## src/common/lptu_pkg.sv

```systemverilog
// Package of constants and types for the low power tick unit
package lptu_pkg;

    // ****************************************
    // Register byte offsets
    // ****************************************
    localparam logic [7:0] CTRL_STATUS_OFS = 8'h00;
    localparam logic [7:0] PRESCALE_OFS    = 8'h04;
    localparam logic [7:0] COMPARE_OFS     = 8'h08;
    localparam logic [7:0] COUNT_OFS       = 8'h0c;

    // ****************************************
    // Field positions
    // ****************************************
    localparam int CS_ENABLE_BIT   = 0;
    localparam int CS_MODE_BIT     = 1;
    localparam int CS_POLARITY_BIT = 3;
    localparam int CS_IRQ_EN_BIT   = 6;
    localparam int CS_FLAG_BIT     = 7;
    localparam int PS_SEL_LSB      = 0;
    localparam int PS_BYPASS_BIT   = 2;
    localparam int PS_DIV_LSB      = 3;

    // ****************************************
    // Reset values
    // ****************************************
    localparam logic [15:0] COMPARE_RST = 16'h0000;
    localparam logic [15:0] COUNT_RST   = 16'h0000;
    localparam logic [3:0]  DIV_RST     = 4'h0;
    localparam logic [1:0]  SEL_RST     = 2'h0;

    // Number of synchroniser stages in front of the selected source
    localparam int SYNC_STAGES = 2;

    // ****************************************
    // Types
    // ****************************************
    typedef enum logic [2:0] {
        LPTU_IDLE,
        LPTU_ADDR,
        LPTU_WDATA
    } lptu_bus_st_t;

    typedef struct packed {
        logic        enable;
        logic        pulse_mode;
        logic        polarity_low;
        logic        irq_enable;
        logic        compare_flag;
        logic [1:0]  clock_source_sel;
        logic        filter_bypass;
        logic [3:0]  divide;
        logic [15:0] compare_val;
    } lptu_cfg_t;

    typedef struct packed {
        lptu_cfg_t   cfg;
        logic [15:0] count;
        logic [15:0] prescale_cnt;
        logic        filt_out;
        logic [SYNC_STAGES-1:0] sync;
        logic        sync_prev;
        logic        hw_trigger;
        logic        trig_hold;
        logic        irq;
        logic        bus_pending;
        logic        bus_write;
        logic [7:0]  bus_addr;
        logic [31:0] rdata;
    } lptu_state_t;

endpackage

```

## src/core/lptu_timer.sv

```systemverilog
// Low power tick unit: 16-bit timer / pulse counter with AHB-Lite registers
`timescale 1ns/1ps
module lptu_timer
(
    input  wire logic        clk_sys,
    input  wire logic        srst,
    input  wire logic [3:0]  src_clk,
    input  wire logic        pulse_in,
    input  wire logic        hsel,
    input  wire logic [31:0] haddr,
    input  wire logic [1:0]  htrans,
    input  wire logic        hwrite,
    input  wire logic [2:0]  hsize,
    input  wire logic [31:0] hwdata,
    input  wire logic        hready,
    output logic      [31:0] hrdata,
    output logic             hreadyout,
    output logic             hresp,
    output logic             hw_trigger,
    output logic             irq
);

    lptu_pkg::lptu_state_t st_reg;
    lptu_pkg::lptu_state_t st_next;

    // ****************************************
    // Combinational next state
    // ****************************************
    logic        src_level;
    logic        sync_rise;
    logic        tick;
    logic        inc;
    logic        match;
    logic [15:0] div_mask;
    logic [15:0] filt_len;
    logic        sample_in;
    logic        addr_phase;
    logic [31:0] rd_word;

    always_comb
    begin
        st_next  = st_reg;
        // Source mux: clock in time mode, pin in pulse mode
        src_level = st_reg.cfg.pulse_mode ?
                    (pulse_in ^ st_reg.cfg.polarity_low) :
                    src_clk[st_reg.cfg.clock_source_sel];
        // Until enabled the sampled source is held asserted
        sample_in = st_reg.cfg.enable ? src_level : 1'b1;
        st_next.sync = {st_reg.sync[lptu_pkg::SYNC_STAGES-2:0], sample_in};
        // Only the last stage is looked at, two edges of latency
        st_next.sync_prev = st_reg.sync[lptu_pkg::SYNC_STAGES-1];
        sync_rise = st_reg.sync[lptu_pkg::SYNC_STAGES-1] & ~st_reg.sync_prev;
        div_mask  = 16'((32'h2 << st_reg.cfg.divide) - 32'h1);
        filt_len  = 16'((32'h1 << st_reg.cfg.divide) - 32'h1);
        tick = 1'b0;
        // Shared prescaler / filter stage
        if (!st_reg.cfg.enable)
        begin
            st_next.prescale_cnt = 16'h0000;
            st_next.filt_out     = 1'b1; // Starts asserted on enable
        end
        else if (st_reg.cfg.filter_bypass)
        begin
            tick = sync_rise; // Direct count from source
        end
        else if (!st_reg.cfg.pulse_mode)
        begin
            // Divide by 2^(divide+1) source rising edges
            if (sync_rise)
            begin
                st_next.prescale_cnt = 16'(st_reg.prescale_cnt + 16'h0001);
                if ((st_reg.prescale_cnt & div_mask) == div_mask)
                begin
                    st_next.prescale_cnt = 16'h0000;
                    tick = 1'b1;
                end
            end
        end
        else
        begin
            // Sample on each source clock rising edge only
            if (src_clk[st_reg.cfg.clock_source_sel] && !st_reg.trig_hold)
            begin
                if (st_reg.sync[lptu_pkg::SYNC_STAGES-1] == st_reg.filt_out)
                    st_next.prescale_cnt = 16'h0000;
                else if (st_reg.prescale_cnt >= filt_len)
                begin
                    // Level held 2^divide samples, follow it
                    st_next.filt_out     = ~st_reg.filt_out;
                    st_next.prescale_cnt = 16'h0000;
                    tick = ~st_reg.filt_out; // Count on assertion
                end
                else
                    st_next.prescale_cnt = 16'(st_reg.prescale_cnt + 16'h0001);
            end
        end
        st_next.trig_hold = src_clk[st_reg.cfg.clock_source_sel];
        inc   = st_reg.cfg.enable & tick;
        match = st_reg.count == st_reg.cfg.compare_val;
        // Counter clears when disabled, wraps to zero on overflow
        if (!st_reg.cfg.enable)
            st_next.count = 16'h0000;
        else if (inc)
            st_next.count = 16'(st_reg.count + 16'h0001);
        // Trigger follows compare, held until disabled if compare is zero
        if (!st_reg.cfg.enable)
            st_next.hw_trigger = 1'b0;
        else if (inc)
            st_next.hw_trigger = match |
                (st_reg.hw_trigger & (st_reg.cfg.compare_val == 16'h0000));

        // ****************************************
        // AHB-Lite slave, zero wait states
        // ****************************************
        addr_phase = hsel & htrans[1] & hready;
        st_next.bus_pending = addr_phase;
        if (addr_phase)
        begin
            st_next.bus_write = hwrite;
            st_next.bus_addr  = {haddr[7:2], 2'b00};
        end
        if (st_reg.bus_pending && st_reg.bus_write)
        begin
            unique case (st_reg.bus_addr)
                lptu_pkg::CTRL_STATUS_OFS:
                begin
                    st_next.cfg.enable       = hwdata[lptu_pkg::CS_ENABLE_BIT];
                    st_next.cfg.pulse_mode   = hwdata[lptu_pkg::CS_MODE_BIT];
                    st_next.cfg.polarity_low = hwdata[lptu_pkg::CS_POLARITY_BIT];
                    st_next.cfg.irq_enable   = hwdata[lptu_pkg::CS_IRQ_EN_BIT];
                    // Write one clears flag
                    if (hwdata[lptu_pkg::CS_FLAG_BIT])
                        st_next.cfg.compare_flag = 1'b0;
                end
                lptu_pkg::PRESCALE_OFS:
                begin
                    st_next.cfg.clock_source_sel = hwdata[lptu_pkg::PS_SEL_LSB +: 2];
                    st_next.cfg.filter_bypass    = hwdata[lptu_pkg::PS_BYPASS_BIT];
                    st_next.cfg.divide           = hwdata[lptu_pkg::PS_DIV_LSB +: 4];
                end
                lptu_pkg::COMPARE_OFS: st_next.cfg.compare_val = hwdata[15:0];
                default: ;
            endcase
        end
        // Disable clears the flag; a compare event wins over a clear
        if (!st_next.cfg.enable)
            st_next.cfg.compare_flag = 1'b0;
        if (inc && match)
            st_next.cfg.compare_flag = 1'b1;
        // Read word registered at the address phase so it stands in the data phase;
        // taken from the next state so a write just ahead of it is already seen
        rd_word = 32'h0000_0000;
        unique case ({haddr[7:2], 2'b00})
            lptu_pkg::CTRL_STATUS_OFS:
            begin
                rd_word[lptu_pkg::CS_ENABLE_BIT]   = st_next.cfg.enable;
                rd_word[lptu_pkg::CS_MODE_BIT]     = st_next.cfg.pulse_mode;
                rd_word[lptu_pkg::CS_POLARITY_BIT] = st_next.cfg.polarity_low;
                rd_word[lptu_pkg::CS_IRQ_EN_BIT]   = st_next.cfg.irq_enable;
                rd_word[lptu_pkg::CS_FLAG_BIT]     = st_next.cfg.compare_flag;
            end
            lptu_pkg::PRESCALE_OFS:
            begin
                rd_word[lptu_pkg::PS_SEL_LSB +: 2]  = st_next.cfg.clock_source_sel;
                rd_word[lptu_pkg::PS_BYPASS_BIT]    = st_next.cfg.filter_bypass;
                rd_word[lptu_pkg::PS_DIV_LSB +: 4]  = st_next.cfg.divide;
            end
            lptu_pkg::COMPARE_OFS: rd_word = {16'h0000, st_next.cfg.compare_val};
            lptu_pkg::COUNT_OFS:   rd_word = {16'h0000, st_next.count};
            default:               rd_word = 32'h0000_0000;
        endcase
        if (addr_phase && !hwrite)
            st_next.rdata = rd_word;
        st_next.irq = st_next.cfg.compare_flag & st_next.cfg.irq_enable;
    end

    // ****************************************
    // State register, power-on reset only
    // ****************************************
    always_ff @(posedge clk_sys)
    begin
        if (srst) // Tie to power-on / low voltage reset only
        begin
            st_reg <= '0;
            st_reg.filt_out <= 1'b1;
            st_reg.sync <= '1;
            st_reg.sync_prev <= 1'b1;
        end
        else
            st_reg <= st_next;
    end

    // Outputs straight from flip-flops; hreadyout and hresp tied to constants
    assign hrdata     = st_reg.rdata;
    assign hreadyout  = 1'b1;
    assign hresp      = 1'b0;
    assign hw_trigger = st_reg.hw_trigger;
    assign irq        = st_reg.irq;

    // ****************************************
    // Assertions
    // ****************************************
    trig_off_a: assert property (@(posedge clk_sys) disable iff (srst)
        !st_reg.cfg.enable |=> !hw_trigger)
        else $error("trigger high while disabled");
    flag_set_a: assert property (@(posedge clk_sys) disable iff (srst)
        (inc && match) |=> (st_reg.cfg.compare_flag && hw_trigger))
        else $error("compare event lost");
    cnt_clr_a: assert property (@(posedge clk_sys) disable iff (srst)
        !st_reg.cfg.enable |=> (st_reg.count == 16'h0000))
        else $error("count not cleared");
    cnt_inc_a: assert property (@(posedge clk_sys) disable iff (srst)
        (st_reg.cfg.enable && !inc) |=> $stable(st_reg.count))
        else $error("count moved without tick");
    filt_init_a: assert property (@(posedge clk_sys) disable iff (srst)
        !st_reg.cfg.enable |=> st_reg.filt_out)
        else $error("filter not asserted at start");
    rd_upper_a: assert property (@(posedge clk_sys) disable iff (srst)
        (addr_phase && !hwrite && ({haddr[7:2], 2'b00} == lptu_pkg::COUNT_OFS))
        |=> (hrdata == {16'h0000, $past(st_next.count)}))
        else $error("count read word wrong");
    zero_hold_a: assert property (@(posedge clk_sys) disable iff (srst)
        (hw_trigger && st_reg.cfg.compare_val == 16'h0000 && st_next.cfg.enable
         && st_reg.cfg.enable) |=> hw_trigger)
        else $error("zero compare trigger dropped");
    byp_tick_a: assert property (@(posedge clk_sys) disable iff (srst)
        (st_reg.cfg.enable && st_reg.cfg.filter_bypass && sync_rise) |-> tick)
        else $error("bypass edge not counted");

endmodule

```

## config.mk

```make
export PLATFORM = sky130hd
export DESIGN_NAME = lptu_timer
export DESIGN_NICKNAME = d
export VERILOG_FILES = /design/src/common/lptu_pkg.sv /design/src/core/lptu_timer.sv
export SDC_FILE = /design/constraint.sdc
export NUM_CORES = 1
export LEC_CHECK = 0
export BUFFER_PORTS_ARGS = -buffer_cell sky130_fd_sc_hd__buf_2
export CAP_MARGIN = 20
export CORE_MARGIN = 10
export CORE_UTILIZATION = 35
export DETAILED_ROUTE_END_ITERATION = 6
export PLACE_DENSITY_LB_ADDON = 0.05
export SLEW_MARGIN = 5
export SYNTH_ARGS = -nofsm -noshare
export SYNTH_HDL_FRONTEND = slang
export SYNTH_SLANG_ARGS = --single-unit
```

## constraint.sdc

```tcl
create_clock -name clk_sys -period 5.6 [get_ports clk_sys]
set_clock_uncertainty 0.2 [all_clocks]
set_input_delay 0.56 -clock clk_sys [delete_from_list [all_inputs] [get_ports clk_sys]]
set_output_delay 0.56 -clock clk_sys [all_outputs]
set_load 0.02 [all_outputs]
```

==> results.py <==
metrics = {
    "global_route": {
        "grt_pass1_wl_mm": 23.9,
        "antenna_found_initial": 0,
        "grtUsageTotal": 0.148,
        "grt_max_degree": 37,
        "overflow": 0,
        "grt_pass1_vias": 4298,
    },
    "synth": {
        "dominantRegCellSynth": "dfxtp_1",
        "ys_warn_count": 0,
        "synth_area_leaders": "dfxtp_1, nor2_1, mux2i_1",
        "synth_top_area_cell": "dfxtp_1",
        "async_reset_ff_frac": 0,
        "synth_edf_count": 0,
        "syn-cell-area_um2": 5340,
        "synthesis.instances": 627,
        "yosysTopAreaCellShare": 0.341,
        "yosysSeqAreaShare": 0.341,
        "synth_seq_cells": 91,
        "synth_cell_types": 72,
        "syn_avg_cell_area_um2": 8.52,
    },
    "timing": {
        "max_freq_mhz": 216,
        "drv_slew": 0,
        "period_minus_slack_ns": 4.64,
        "fin_setup_tns_ns": 0,
        "hold_viol_final": 0,
        "finalSetupViolations": 0,
        "tightest_slew_ns": 0.976,
        "finalCritPeriodShare": 0.828,
        "rsz0062_at_grt": "false",
        "slew_headroom": 0.344,
    },
    "clocking": {
        "clk_pin_slew_ns": 0.07,
        "cts-buffers-inserted": 9,
        "cts_max_level": 3,
        "clk_latency_ns": 0.35,
        "cts_tree": "done",
        "post_cts_resized": 0,
        "post_cts_buffers": 0,
        "cts_max_path_buffers": 2,
        "cts_num_sinks": 91,
        "root_buffer": "clkbuf_16",
        "ctsHoldBuffers": 0,
    },
    "detailed_routing": {
        "drcViolationCount": 0,
        "firstDrtPassIters": 5,
        "routed_via_density": 5.26,
        "ant_nets": 0,
        "routed_wirelength_mm": 15.0,
        "drtIter0Drc": 231,
        "avgRoutedWirePerCell_um": 17.8,
        "vias": 4426,
    },
    "critical_path": {
        "rr_worst_depth": 16,
        "critPathTopFamily": "compound AO/OA/AOI/OAI gates",
        "cpPeakStageDelay_ns": 0.47,
        "worstSetupPathType": "register to register",
        "worstPathArrival_ns": 4.69,
        "start_kind": "register",
        "startpoint": "st_reg[98]$_SDFF_PP0_",
        "endpoint": "hrdata[12]$_SDFFE_PP0P_",
        "path_cells": "or2_4, or3_1, ha_1, nor3_1, a22o_1, a22oi_1, ha_1, a21o_1, a221oi_1, a21o_1, a31oi_1, o21ai_2, buf_4, a2111oi_4, xnor2_1, o41ai_2",
        "crit_path_end_kind": "register",
        "rr_endpoint": "hrdata[12]$_SDFFE_PP0P_",
        "path_buf_inv": 1,
        "rr_startpoint": "st_reg[98]$_SDFF_PP0_",
        "cp_max_fo": 16,
        "crit_required_ns": 5.66,
        "cp_slowest_cell": "dfxtp_1",
        "rrSetupSlack_ns": 0.96,
        "critical_path_depth": 16,
    },
    "placed_design": {
        "port_buffers": 50,
        "place_area_um2": 5520,
        "place_congestion": 0.820,
        "dp_hpwl_mm": 11.2,
    },
    "cells_and_area": {
        "drive_gt1_frac": 0.156,
        "layout_commonest_cell": "nor2_1",
        "fin_nets": 746,
        "largest_reg_flops": 71,
        "most-common-layout-cells": "nor2_1, dfxtp_1, nand2_1, buf_2, mux2i_1",
        "area_growth_pct": 8.25,
        "final_cell_area_um2": 5780,
        "n_antenna_cell": 0,
    },
    "floorplan": {
        "dieArea_um2": 20600,
        "row_count": 45,
        "die_y_um": 144,
        "core_um2": 15100,
        "fp.dieW_um": 144,
        "ios": 115,
        "initial_utilization": 0.354,
    },
    "pwr": {
        "p_clk_frac": 0.443,
        "cellPowerDensity_nw_per_um2": 223,
        "comb_power_share": 0.048,
        "p_int_uw": 972,
        "switching_power_uw": 315,
        "peakVddDrop_mv": 0.142,
        "power_leakage_nw": 2.28,
        "switching_share": 0.245,
        "seq_power_share": 0.508,
    },
    "outcome": {
        "outcome": "completed",
    },
    "min_path": {
        "hold_path.class": "register to register",
        "whs_path_depth": 1,
    },
    "job": {
        "drv_cap": 0,
    },
}
[layout make-up]
cell class,instances,area (um2)
Clock buffer,12,236
Multi-Input combinational cell,477,3110
Timing Repair Buffer,57,303
Inverter,12,47.5
Clock inverter,4,27.5
Sequential cell,91,1820
Tap cell,188,235
Fill cell,1579,9310
[metrics by stage]
step,instances,power (mW),worst slack [ns],util,hold WS [ns]
floorplan,644,0.720,1.61,-,0.189
global placement,825,0.731,0.979,0.366,0.198
detailed placement,825,0.732,0.972,0.366,0.209
CTS,841,1.31,0.934,0.383,0.224
global route,841,1.34,0.618,0.383,0.249
finish,841,1.29,0.963,0.383,0.218
[power groups by stage]
stage	clock (mW)	combinational, mW	sequential [mW]
after floorplan	0	0.0511	0.668
after global routing	0.618	0.0693	0.655
after detailed placement	0	0.0625	0.669
after global placement	0	0.0620	0.669
after CTS	0.591	0.0626	0.654
final	0.571	0.0624	0.654
[logic make-up after synthesis]
family / after synthesis / share of synthesized area
adder cells (fa/ha/maj): 19 / 0.0445
AO/OA/AOI/OAI: 106 / 0.157
multiplexers: 31 / 0.0614
buffers and inverters: 76 / 0.0886
AND/OR/NAND/NOR: 253 / 0.225
flip-flops: 91 / 0.341
other: 2 / 0.00141
XOR/XNOR: 49 / 0.0804
[worst register-to-register path, stage by stage, from the launching register on]
cell	delay (ns)
dfxtp_1	0.47
or2_4	0.34
or3_1	0.35
ha_1	0.36
nor3_1	0.24
a22o_1	0.15
a22oi_1	0.06
ha_1	0.33
a21o_1	0.19
a221oi_1	0.45
a21o_1	0.18
a31oi_1	0.07
o21ai_2	0.19
buf_4	0.29
a2111oi_4	0.13
xnor2_1	0.23
o41ai_2	0.32
[how the worst min path moves through the flow]
stage,end,slack [ns],from
floorplan,st_next[45]$_SDFF_PP1_,0.19,st_next[47]$_SDFF_PP1_
CTS,st_next[45]$_SDFF_PP1_,0.22,st_next[47]$_SDFF_PP1_
finish,st_next[45]$_SDFF_PP1_,0.22,st_next[47]$_SDFF_PP1_
global placement,st_next[45]$_SDFF_PP1_,0.20,st_next[47]$_SDFF_PP1_
detailed placement,st_next[45]$_SDFF_PP1_,0.21,st_next[47]$_SDFF_PP1_
global route,st_reg[39]$_SDFFE_PP0P_,0.25,haddr[7]
[Yosys cell counts, types with 3 or more instances]
cell type and n:
a211o_1 3, a211oi_1 8, a21o_1 6, a21oi_1 20, a21oi_2 3, a22oi_1 4
and2_1 3, and3_1 4, and4_1 4, buf_4 37, buf_6 6, clkbuf_1 18
dfxtp_1 91, ha_1 19, inv_1 11, mux2i_1 29, nand2_1 51, nand2b_1 7
nand3_1 19, nand3b_1 5, nand4_1 6, nor2_1 111, nor3_1 9, nor4_1 11
o211ai_1 3, o21a_1 3, o21ai_0 10, o22ai_1 11, o31ai_1 3, o32ai_1 3
or2_2 4, or3_1 3, or4_1 3, xnor2_1 25, xor2_1 24
[per-layer routing]
metal | global-route usage | part of all wire
met2 | 0.213 | 0.43
met1 | 0.207 | 0.50
met4 | 0.0408 | 0.013
met5 | 0 | 0
met3 | 0.0472 | 0.061
Power figures use the tool's default switching activity.
